[config.mk]
export PLATFORM = sky130hd
export DESIGN_NAME = quad_dac_ctrl
export DESIGN_NICKNAME = d
export VERILOG_FILES = /design/src/common/quad_dac_pkg.sv /design/src/design/quad_dac_ctrl.sv /design/src/design/link_sampler.sv /design/src/design/ahb_regs.sv
export VERILOG_INCLUDE_DIRS = /design/src /design/src/common
export SDC_FILE = /design/constraint.sdc
export NUM_CORES = 1
export LEC_CHECK = 0
export ABC_CLOCK_PERIOD_IN_PS = 3700
export BUFFER_PORTS_ARGS = -buffer_cell sky130_fd_sc_hd__clkbuf_2
export CORE_MARGIN = 2
export CORE_UTILIZATION = 25
export CTS_CLUSTER_SIZE = 20
export DETAILED_ROUTE_END_ITERATION = 8
export PLACE_DENSITY_LB_ADDON = 0.05
export SLEW_MARGIN = 20
export SYNTH_ARGS = -nofsm -noshare
export SYNTH_HDL_FRONTEND = slang
export SYNTH_SLANG_ARGS = --single-unit
[constraint.sdc]
create_clock -name clk_sys -period 3.7 [get_ports clk_sys]
set_input_delay 0.185 -clock clk_sys [delete_from_list [all_inputs] [get_ports clk_sys]]
set_output_delay 0.185 -clock clk_sys [all_outputs]
set_load 0.005 [all_outputs]
[src/common/quad_dac_consts.svh]
`ifndef QUAD_DAC_CONSTS_SVH
`define QUAD_DAC_CONSTS_SVH
// Serial word layout, first bit shifted in lands at bit 15
`define WORD_BITS 16
`define ADDR_HI_POS 15
`define ADDR_LO_POS 14
`define OP_HI_POS 13
`define OP_LO_POS 12
`define DATA_MSB_POS 11
`define CODE_LSB_POS 2
`define CODE_BITS 10
// Reset values
`define CODE_RESET 10'h000
// Register map (byte addresses)
`define OFS_CODE_A 8'h00
`define OFS_CODE_B 8'h04
`define OFS_CODE_C 8'h08
`define OFS_CODE_D 8'h0c
`define OFS_OUT_A 8'h10
`define OFS_OUT_B 8'h14
`define OFS_OUT_C 8'h18
`define OFS_OUT_D 8'h1c
`define OFS_STATUS 8'h20
`define OFS_CTRL 8'h24
`define CTRL_RESET 32'h0000_0001
// Status fields
`define ST_PD_POS 0
`define ST_TERM_LSB 1
`define ST_ABORT_CNT_LSB 8
`define ST_WORD_CNT_LSB 16
`endif

[src/common/quad_dac_pkg.sv]
package quad_dac_pkg;
    typedef enum logic [1:0] {
        OP_WRITE_HOLD,
        OP_WRITE_UPDATE,
        OP_WRITE_ALL,
        OP_POWER_DOWN
    } op_mode_e;
    typedef enum logic [1:0] {
        TERM_HIGH_Z,
        TERM_2K5_GND,
        TERM_100K_GND,
        TERM_HIGH_Z_ALT
    } term_e;
    typedef logic [9:0] code_t;
endpackage

[src/design/quad_dac_ctrl.sv]
`timescale 1ns/100ps
`include "quad_dac_consts.svh"
// Overview of operation
// - Frame select low starts a write; data ignored while it is high.
// - While framed, data sampled on each serial clock fall into 16-bit shift.
// - Sixteenth fall captures last bit and executes the command.
// - Clock falls after the sixteenth are ignored until frame ends.
// - Frame released before sixteenth fall aborts; nothing changes but the abort count.
// - First two bits are the channel address.
// - Next two bits are the operation mode.
// - Last twelve bits are straight binary data, MSB first.
// - Each channel register holds a code from 0 to 1023.
// - Reset clears registers and outputs to zero until a valid write.
// - Mode 11 powers down all channels whatever the address.
// - Power-down address selects termination: high-Z, 2.5k or 100k.
// - Power-down keeps registers; the waking write may change them.
// - One code step is reference divided by 1024.
module quad_dac_ctrl
    import quad_dac_pkg::*;
#(
    parameter int NUM_CH = 4
) (
    input wire logic clk_sys,
    input wire logic rst,
    input wire logic ce,
    input wire logic frame_n_pin,
    input wire logic sclk_pin,
    input wire logic sdata_pin,
    input wire logic hsel,
    input wire logic [31:0] haddr,
    input wire logic [1:0] htrans,
    input wire logic hwrite,
    input wire logic [2:0] hsize,
    input wire logic [31:0] hwdata,
    input wire logic hready,
    output logic hreadyout,
    output logic hresp,
    output logic [31:0] hrdata,
    output quad_dac_pkg::code_t out_code_a,
    output quad_dac_pkg::code_t out_code_b,
    output quad_dac_pkg::code_t out_code_c,
    output quad_dac_pkg::code_t out_code_d,
    output logic powered_down,
    output quad_dac_pkg::term_e out_term
);
    import quad_dac_pkg::*;

    typedef enum logic [1:0] {
        ST_IDLE,
        ST_SHIFT,
        ST_DONE
    } link_state_e;

    logic frame_n;
    logic sdata;
    logic sclk_fall;
    link_state_e state_reg;
    link_state_e state_next;
    logic [`WORD_BITS-1:0] shift_reg;
    logic [4:0] bit_cnt_reg;
    code_t code_reg [NUM_CH];
    code_t out_reg [NUM_CH];
    logic pd_reg;
    term_e term_reg;
    logic [7:0] abort_cnt_reg;
    logic [15:0] word_cnt_reg;
    logic ctrl_en_reg;
    logic [31:0] rd_value;
    logic [7:0] rd_addr;
    logic wr_stb;
    logic [7:0] wr_addr;
    logic [31:0] wr_data;

    link_sampler u_link (
        .clk_sys(clk_sys),
        .rst(rst),
        .ce(ce),
        .frame_n_pin(frame_n_pin),
        .sclk_pin(sclk_pin),
        .sdata_pin(sdata_pin),
        .frame_n(frame_n),
        .sdata(sdata),
        .sclk_fall(sclk_fall)
    );

    ahb_regs u_regs (
        .clk_sys(clk_sys),
        .rst(rst),
        .ce(ce),
        .hsel(hsel),
        .haddr(haddr),
        .htrans(htrans),
        .hwrite(hwrite),
        .hsize(hsize),
        .hwdata(hwdata),
        .hready(hready),
        .hreadyout(hreadyout),
        .hresp(hresp),
        .hrdata(hrdata),
        .rd_value(rd_value),
        .rd_addr(rd_addr),
        .wr_stb(wr_stb),
        .wr_addr(wr_addr),
        .wr_data(wr_data)
    );

    // Channel index from the two address bits
    function automatic logic [1:0] chan_of(input logic [`WORD_BITS-1:0] w);
        chan_of = {w[`ADDR_HI_POS], w[`ADDR_LO_POS]};
    endfunction

    // Word complete: the 16th fall in this cycle, with the bit appended
    wire logic [`WORD_BITS-1:0] word_full = {shift_reg[`WORD_BITS-2:0], sdata};
    wire logic word_done = (state_reg == ST_SHIFT) & sclk_fall & ~frame_n
        & (bit_cnt_reg == 5'(`WORD_BITS - 1));
    wire logic exec = word_done & ctrl_en_reg;
    wire op_mode_e op = op_mode_e'({word_full[`OP_HI_POS], word_full[`OP_LO_POS]});
    wire logic [1:0] sel = chan_of(word_full);
    // top ten of twelve MSB-first data bits form the code
    wire code_t new_code = word_full[`DATA_MSB_POS:`CODE_LSB_POS];
    wire logic do_update = exec & (op == OP_WRITE_UPDATE || op == OP_WRITE_ALL);

    // Link sequencing
    always_comb begin
        state_next = state_reg;
        case (state_reg)
            ST_IDLE: begin
                if (!frame_n) begin
                    state_next = ST_SHIFT;
                end
            end
            ST_SHIFT: begin
                if (frame_n) begin
                    state_next = ST_IDLE;
                end else if (word_done) begin
                    state_next = ST_DONE;
                end
            end
            ST_DONE: begin
                if (frame_n) begin
                    state_next = ST_IDLE;
                end
            end
            default: begin
                state_next = ST_IDLE;
            end
        endcase
    end

    // Shift register and bit count
    always_ff @(posedge clk_sys) begin
        if (rst) begin
            state_reg <= ST_IDLE;
            shift_reg <= 16'h0000;
            bit_cnt_reg <= 5'h00;
        end else if (ce) begin
            state_reg <= state_next;
            if (state_reg != ST_SHIFT) begin
                bit_cnt_reg <= 5'h00;
            end else if (sclk_fall && !frame_n) begin
                shift_reg <= word_full;
                bit_cnt_reg <= bit_cnt_reg + 5'h01;
            end
        end
    end

    // Channel input and output registers, one set per channel
    for (genvar i = 0; i < NUM_CH; i++) begin : g_ch
        wire logic wr_me = exec & (op == OP_WRITE_ALL
            || ((op == OP_WRITE_HOLD || op == OP_WRITE_UPDATE) && sel == 2'(i)));
        // ten-bit code, 0 to 1023; step is ref/1024
        always_ff @(posedge clk_sys) begin
            if (rst) begin
                code_reg[i] <= `CODE_RESET;
                out_reg[i] <= `CODE_RESET;
            end else if (ce) begin
                if (wr_me) begin
                    code_reg[i] <= new_code;
                end
                if (do_update) begin
                    out_reg[i] <= (op == OP_WRITE_ALL || sel == 2'(i)) ? new_code
                        : code_reg[i];
                end
            end
        end
    end

    // Power-down state and counters
    always_ff @(posedge clk_sys) begin
        if (rst) begin
            pd_reg <= 1'b0;
            term_reg <= TERM_HIGH_Z;
            abort_cnt_reg <= 8'h00;
            word_cnt_reg <= 16'h0000;
        end else if (ce) begin
            if (exec) begin
                // mode 11 powers all down; codes untouched
                pd_reg <= (op == OP_POWER_DOWN);
                if (op == OP_POWER_DOWN) begin
                    term_reg <= term_e'(sel);
                end
            end
            if (word_done) begin
                word_cnt_reg <= word_cnt_reg + 16'h0001;
            end
            if (state_reg == ST_SHIFT && frame_n) begin
                abort_cnt_reg <= abort_cnt_reg + 8'h01;
            end
        end
    end

    // Software control: bit 0 lets link words execute
    always_ff @(posedge clk_sys) begin
        if (rst) begin
            ctrl_en_reg <= 1'b1;
        end else if (ce && wr_stb && wr_addr == `OFS_CTRL) begin
            ctrl_en_reg <= wr_data[0];
        end
    end

    // Read mux; unmapped offsets read zero
    assign rd_value =
        (rd_addr == `OFS_CODE_A) ? {22'h0, code_reg[0]} :
        (rd_addr == `OFS_CODE_B) ? {22'h0, code_reg[1]} :
        (rd_addr == `OFS_CODE_C) ? {22'h0, code_reg[2]} :
        (rd_addr == `OFS_CODE_D) ? {22'h0, code_reg[3]} :
        (rd_addr == `OFS_OUT_A) ? {22'h0, out_reg[0]} :
        (rd_addr == `OFS_OUT_B) ? {22'h0, out_reg[1]} :
        (rd_addr == `OFS_OUT_C) ? {22'h0, out_reg[2]} :
        (rd_addr == `OFS_OUT_D) ? {22'h0, out_reg[3]} :
        (rd_addr == `OFS_STATUS) ? {word_cnt_reg, abort_cnt_reg, 5'h0, term_reg, pd_reg} :
        (rd_addr == `OFS_CTRL) ? {31'h0, ctrl_en_reg} : 32'h0000_0000;

    assign out_code_a = out_reg[0];
    assign out_code_b = out_reg[1];
    assign out_code_c = out_reg[2];
    assign out_code_d = out_reg[3];
    assign powered_down = pd_reg;
    assign out_term = term_reg;

    AST_ABORT_KEEPS: assert property (@(posedge clk_sys) disable iff (rst)
        (ce && state_reg == ST_SHIFT && frame_n) |=> $stable(out_reg[0]) && $stable(pd_reg))
        else $error("abort changed state");
    // write-all mode moves output next cycle
    AST_UPDATE: assert property (@(posedge clk_sys) disable iff (rst)
        (exec && op == OP_WRITE_ALL) |=> out_reg[0] == $past(new_code))
        else $error("write-all did not update output");
    AST_HOLD: assert property (@(posedge clk_sys) disable iff (rst)
        (exec && op == OP_WRITE_HOLD) |=> $stable(out_reg[1]))
        else $error("hold mode moved output");
    AST_PD: assert property (@(posedge clk_sys) disable iff (rst)
        (exec && op == OP_POWER_DOWN) |=> pd_reg && $stable(code_reg[2]))
        else $error("power-down wrong");
    AST_TERM: assert property (@(posedge clk_sys) disable iff (rst)
        (exec && op == OP_POWER_DOWN) |=> term_reg == term_e'($past(sel)))
        else $error("termination wrong");
    // after completion state waits for frame end
    AST_DONE_WAIT: assert property (@(posedge clk_sys) disable iff (rst)
        (ce && state_reg == ST_DONE && !frame_n) |=> state_reg == ST_DONE)
        else $error("left done early");
    AST_COUNT: assert property (@(posedge clk_sys) disable iff (rst)
        (ce && state_reg == ST_SHIFT && !frame_n && !sclk_fall) |=> $stable(bit_cnt_reg))
        else $error("count moved without fall");
    // idle with frame high stays idle
    AST_IDLE: assert property (@(posedge clk_sys) disable iff (rst)
        (ce && state_reg == ST_IDLE && frame_n) |=> state_reg == ST_IDLE && $stable(shift_reg))
        else $error("idle moved");
    AST_RESET: assert property (@(posedge clk_sys)
        rst |=> out_reg[3] == `CODE_RESET && !pd_reg)
        else $error("reset value wrong");
endmodule

[src/design/link_sampler.sv]
`timescale 1ns/100ps
`include "quad_dac_consts.svh"
// Brings frame select, serial clock and data into clk_sys, finds clock falls
module link_sampler (
    input wire logic clk_sys,
    input wire logic rst,
    input wire logic ce,
    input wire logic frame_n_pin,
    input wire logic sclk_pin,
    input wire logic sdata_pin,
    output logic frame_n,
    output logic sdata,
    output logic sclk_fall
);
    logic [1:0] frame_sync_reg;
    logic [1:0] sclk_sync_reg;
    logic [1:0] data_sync_reg;
    logic sclk_prev_reg;

    // Two stages per pin; only the second stage feeds logic
    always_ff @(posedge clk_sys) begin
        if (rst) begin
            frame_sync_reg <= 2'h3;
            sclk_sync_reg <= 2'h0;
            data_sync_reg <= 2'h0;
            sclk_prev_reg <= 1'b0;
        end else if (ce) begin
            frame_sync_reg <= {frame_sync_reg[0], frame_n_pin};
            sclk_sync_reg <= {sclk_sync_reg[0], sclk_pin};
            data_sync_reg <= {data_sync_reg[0], sdata_pin};
            sclk_prev_reg <= sclk_sync_reg[1];
        end
    end

    // Fall seen in the cycle the synced level drops; data is aligned with it
    assign frame_n = frame_sync_reg[1];
    assign sdata = data_sync_reg[1];
    assign sclk_fall = ce & sclk_prev_reg & ~sclk_sync_reg[1];
endmodule

[src/design/ahb_regs.sv]
`timescale 1ns/100ps
`include "quad_dac_consts.svh"
// AHB-Lite slave, zero wait states, always OKAY
module ahb_regs (
    input wire logic clk_sys,
    input wire logic rst,
    input wire logic ce,
    input wire logic hsel,
    input wire logic [31:0] haddr,
    input wire logic [1:0] htrans,
    input wire logic hwrite,
    input wire logic [2:0] hsize,
    input wire logic [31:0] hwdata,
    input wire logic hready,
    output logic hreadyout,
    output logic hresp,
    output logic [31:0] hrdata,
    input wire logic [31:0] rd_value,
    output logic [7:0] rd_addr,
    output logic wr_stb,
    output logic [7:0] wr_addr,
    output logic [31:0] wr_data
);
    logic wr_pend_reg;
    logic [7:0] addr_reg;
    logic [31:0] rdata_reg;
    wire logic take = ce & hsel & hready & htrans[1];

    // Address phase capture
    always_ff @(posedge clk_sys) begin
        if (rst) begin
            wr_pend_reg <= 1'b0;
            addr_reg <= 8'h00;
            rdata_reg <= 32'h0000_0000;
        end else if (ce) begin
            wr_pend_reg <= take & hwrite;
            if (take) begin
                addr_reg <= haddr[7:0];
            end
            if (take & ~hwrite) begin
                rdata_reg <= rd_value;
            end
        end
    end

    // Read value picked at address phase, held for the data phase
    assign rd_addr = haddr[7:0];
    assign hrdata = rdata_reg;
    assign hreadyout = 1'b1;
    assign hresp = 1'b0;
    assign wr_stb = ce & wr_pend_reg;
    assign wr_addr = addr_reg;
    assign wr_data = hwdata;
endmodule

==> reports/qor.yml <==
grt:
  grt_pass1_vias: 6082
  grt_pass1_wl_mm: 37.6
  grt_max_degree: 86
  track_usage: 0.148
  antenna_found_initial: 0
  grt_overflow: 0
setup_path:
  cp_num_cells: 9
  cpMostUsedCell: "ha_1"
  slowest_stage: "or3_1"
  crit_chain: "ha_1, and3_1, ha_1, and4b_1, and2_1, nand2_1, or3_1, buf_4, nor2_1"
  worst_r2r_path_depth: 9
  cp_data_arrival_time_ns: 2.92
  crit_required_ns: 3.96
  cp_max_fo: 12
  critPathCaptureType: "flip-flop"
  cpPeakStageDelay_ns: 0.58
  startpoint_type: "flip-flop"
  crit_buf_inv: 1
  cpLargestDelayFamily: "simple AND/OR/NAND/NOR gates"
  criticalPathCategory: "reg -> reg"
die:
  die_w_um: 184
  core_area_um2: 31700
  start_util: 0.255
  rows: 65
  die_y_um: 184
  dieArea_um2: 33900
  ios: 155
detailed_routing:
  routed_wl_mm: 24.7
  post_drt_via_cell_ratio: 4.74
  drt_first_iter_violations: 362
  drc: 0
  drt-pass1-iter-count: 4
  routedWlPerCell_um: 18.7
  vias: 6248
  ant_nets: 0
place:
  gp_congestion: 0.761
  place_area_um2: 9020
  dpl.cell_count: 1278
  dp_hpwl_mm: 17.8
  numPortBuffers: 93
final_layout:
  fillCellCount: 3313
  layout.cells.most_common: "nand2_1"
  layout-drive-gt1-share: 0.184
  seqCellArea_um2: 4360
  layout_common_cells: "nand2_1 (106), dfxtp_1 (98), nor2_1 (96)"
  multi_input_area_um2: 3450
  finalNetCount: 986
  post-route-util: 0.304
  area_growth_pct: 19.0
  instances_no_fill: 1318
  design_area_um2: 9640
pwr:
  irDropWorstVdd_mv: 0.244
  power_density_nw_per_um2: 422
  p_total_mw: 4.07
  total_leakage_power_nw: 3.66
cts:
  cts_tree: "built"
  clk_latency_ns: 0.44
  cts.sinks: 178
  cts_post_setup_buffers_inserted: 0
  cts_root_buffer: "clkbuf_16"
  h-tree-depth: 4
  clockBufferDepth: 2
  clk_pin_slew_ns: 0.07
  cts_buffers: 17
synth:
  ys_ff_latch: 178
  syn_area_per_cell_um2: 9.86
  synthCells: 822
  synth_mux_area_frac: 0.0561
  synth_xor_area_frac: 0.0195
  yosys_warnings: 0
  ys_types: 62
  synth_fa_ha_area_frac: 0.00926
  ys_seq_area_frac: 0.539
  yosys.area_share.simple: 0.204
  async_flop_share: 0
  synth_edf_count: 80
  netlist_area_um2: 8100
  synth_compound_area_frac: 0.134
  ys.flop_type: "dfxtp_1"
  synth_top_family_by_area: "simple AND/OR/NAND/NOR gates"
  synth_fp_nets: 906
hold_path:
  min_path_type: "in -> reg"
  min_path_cells: 3
timing:
  layout_min_cycle_time_ns: 2.66
  fin_skew_ns: 0.0121
  period_share: 0.719
  max_freq_mhz: 376
  hold_viol: 0
  slew_headroom: 0.349
  worst_pin_slew_ns: 0.976
  rsz0062_at_grt: "no"
  setup_violations: 0
  slew_viol_final: 0
  setup_tns_ns: 0
job:
  maxCapViolCount: 0
status:
  status: "finished clean"
per-stage QoR:
stage	hold WS (ns)	setup slack (ns)
final	0.0262	1.04
after floorplan	0.303	0.00240
after CTS	0.00221	0.986
after global routing	0.0248	0.846
after detailed placement	0.427	1.01
after global placement	0.425	1.04
synthesized netlist by cell type (5+ instances only):
master / instances / area share
inv_1: 11 / 0.0051
a221oi_1: 6 / 0.0065
ha_1: 6 / 0.0093
xor2_1: 11 / 0.012
nor3_1: 13 / 0.0080
a21oi_1: 67 / 0.041
a22o_1: 7 / 0.0076
nand4_1: 10 / 0.0077
clkbuf_1: 40 / 0.019
o21bai_1: 5 / 0.0046
mux2_2: 7 / 0.0097
buf_2: 11 / 0.0068
edfxtp_1: 80 / 0.30
and2_1: 42 / 0.032
buf_1: 8 / 0.0037
a21o_1: 5 / 0.0046
nand2b_1: 9 / 0.0069
a22oi_1: 29 / 0.027
o21ai_0: 16 / 0.0099
nand3_1: 13 / 0.0080
nor2b_1: 8 / 0.0062
dfxtp_1: 98 / 0.24
nor2_1: 96 / 0.044
or3_1: 6 / 0.0046
and4_1: 5 / 0.0054
xnor2_1: 7 / 0.0076
nand2_1: 106 / 0.049
mux2i_1: 33 / 0.041
routing by layer:
layer  wire length [um]  global-route usage
met5                  0                   0
met2              11300               0.227
met3                866              0.0315
met1              12300               0.212
met4                230              0.0358
path summary, 6_finish.rpt:
| path | start | endpoint | slack (ns) |
|---|---|---|---|
| setup reg to reg | bit_cnt_reg[0]$_SDFFE_PP0P_ | out_reg[1][5]$_SDFFCE_PN0P_ | 1.04 |
| setup / recovery | bit_cnt_reg[0]$_SDFFE_PP0P_ | out_reg[1][5]$_SDFFCE_PN0P_ | 1.04 |
| hold reg to reg | shift_reg[0]$_SDFFE_PP0P_ | shift_reg[1]$_SDFFE_PP0P_ | 0.45 |
| hold / removal | haddr[0] | u_regs.wr_addr[0]$_SDFFE_PP0P_ | 0.03 |
tightest hold or removal path: cells and delay by family:
| family | cells | cell delay, ns |
|---|---|---|
| compound gates | 1 | 0.05 |
| simple gates | 1 | 0.06 |
| buf+inv | 1 | 0.10 |
cell families after synthesis:
kind of cell             after synthesis
XOR/XNOR                              18
other                                  2
AND/OR/NAND/NOR                      336
flip-flops                           178
buffers and inverters                 74
AO/OA/AOI/OAI                        166
adder cells (fa/ha/maj)                6
multiplexers                          42
where the power goes:
| group | internal [mW] | switching [mW] |
|---|---|---|
| sequential | 2.10 | 0.0380 |
| clock | 0.919 | 0.797 |
| combinational | 0.0795 | 0.129 |
what timing repair did:
item | in CTS | in global routing
endpoints found under the hold margin | 7 | 0
hold buffers | 7 | 0
gates resized for setup | 0 | 0
cell type report:
| type | count | share of cell area |
|---|---|---|
| antenna | 1 | 0.000260 |
| inverter | 11 | 0.00428 |
| clock buffer | 20 | 0.0485 |
| clock inverter | 12 | 0.00818 |
| timing repair buffer | 124 | 0.0758 |
| multi-input combinational | 570 | 0.358 |
| tap | 402 | 0.0522 |
| sequential | 178 | 0.453 |
(Power assumes the default switching activity.)
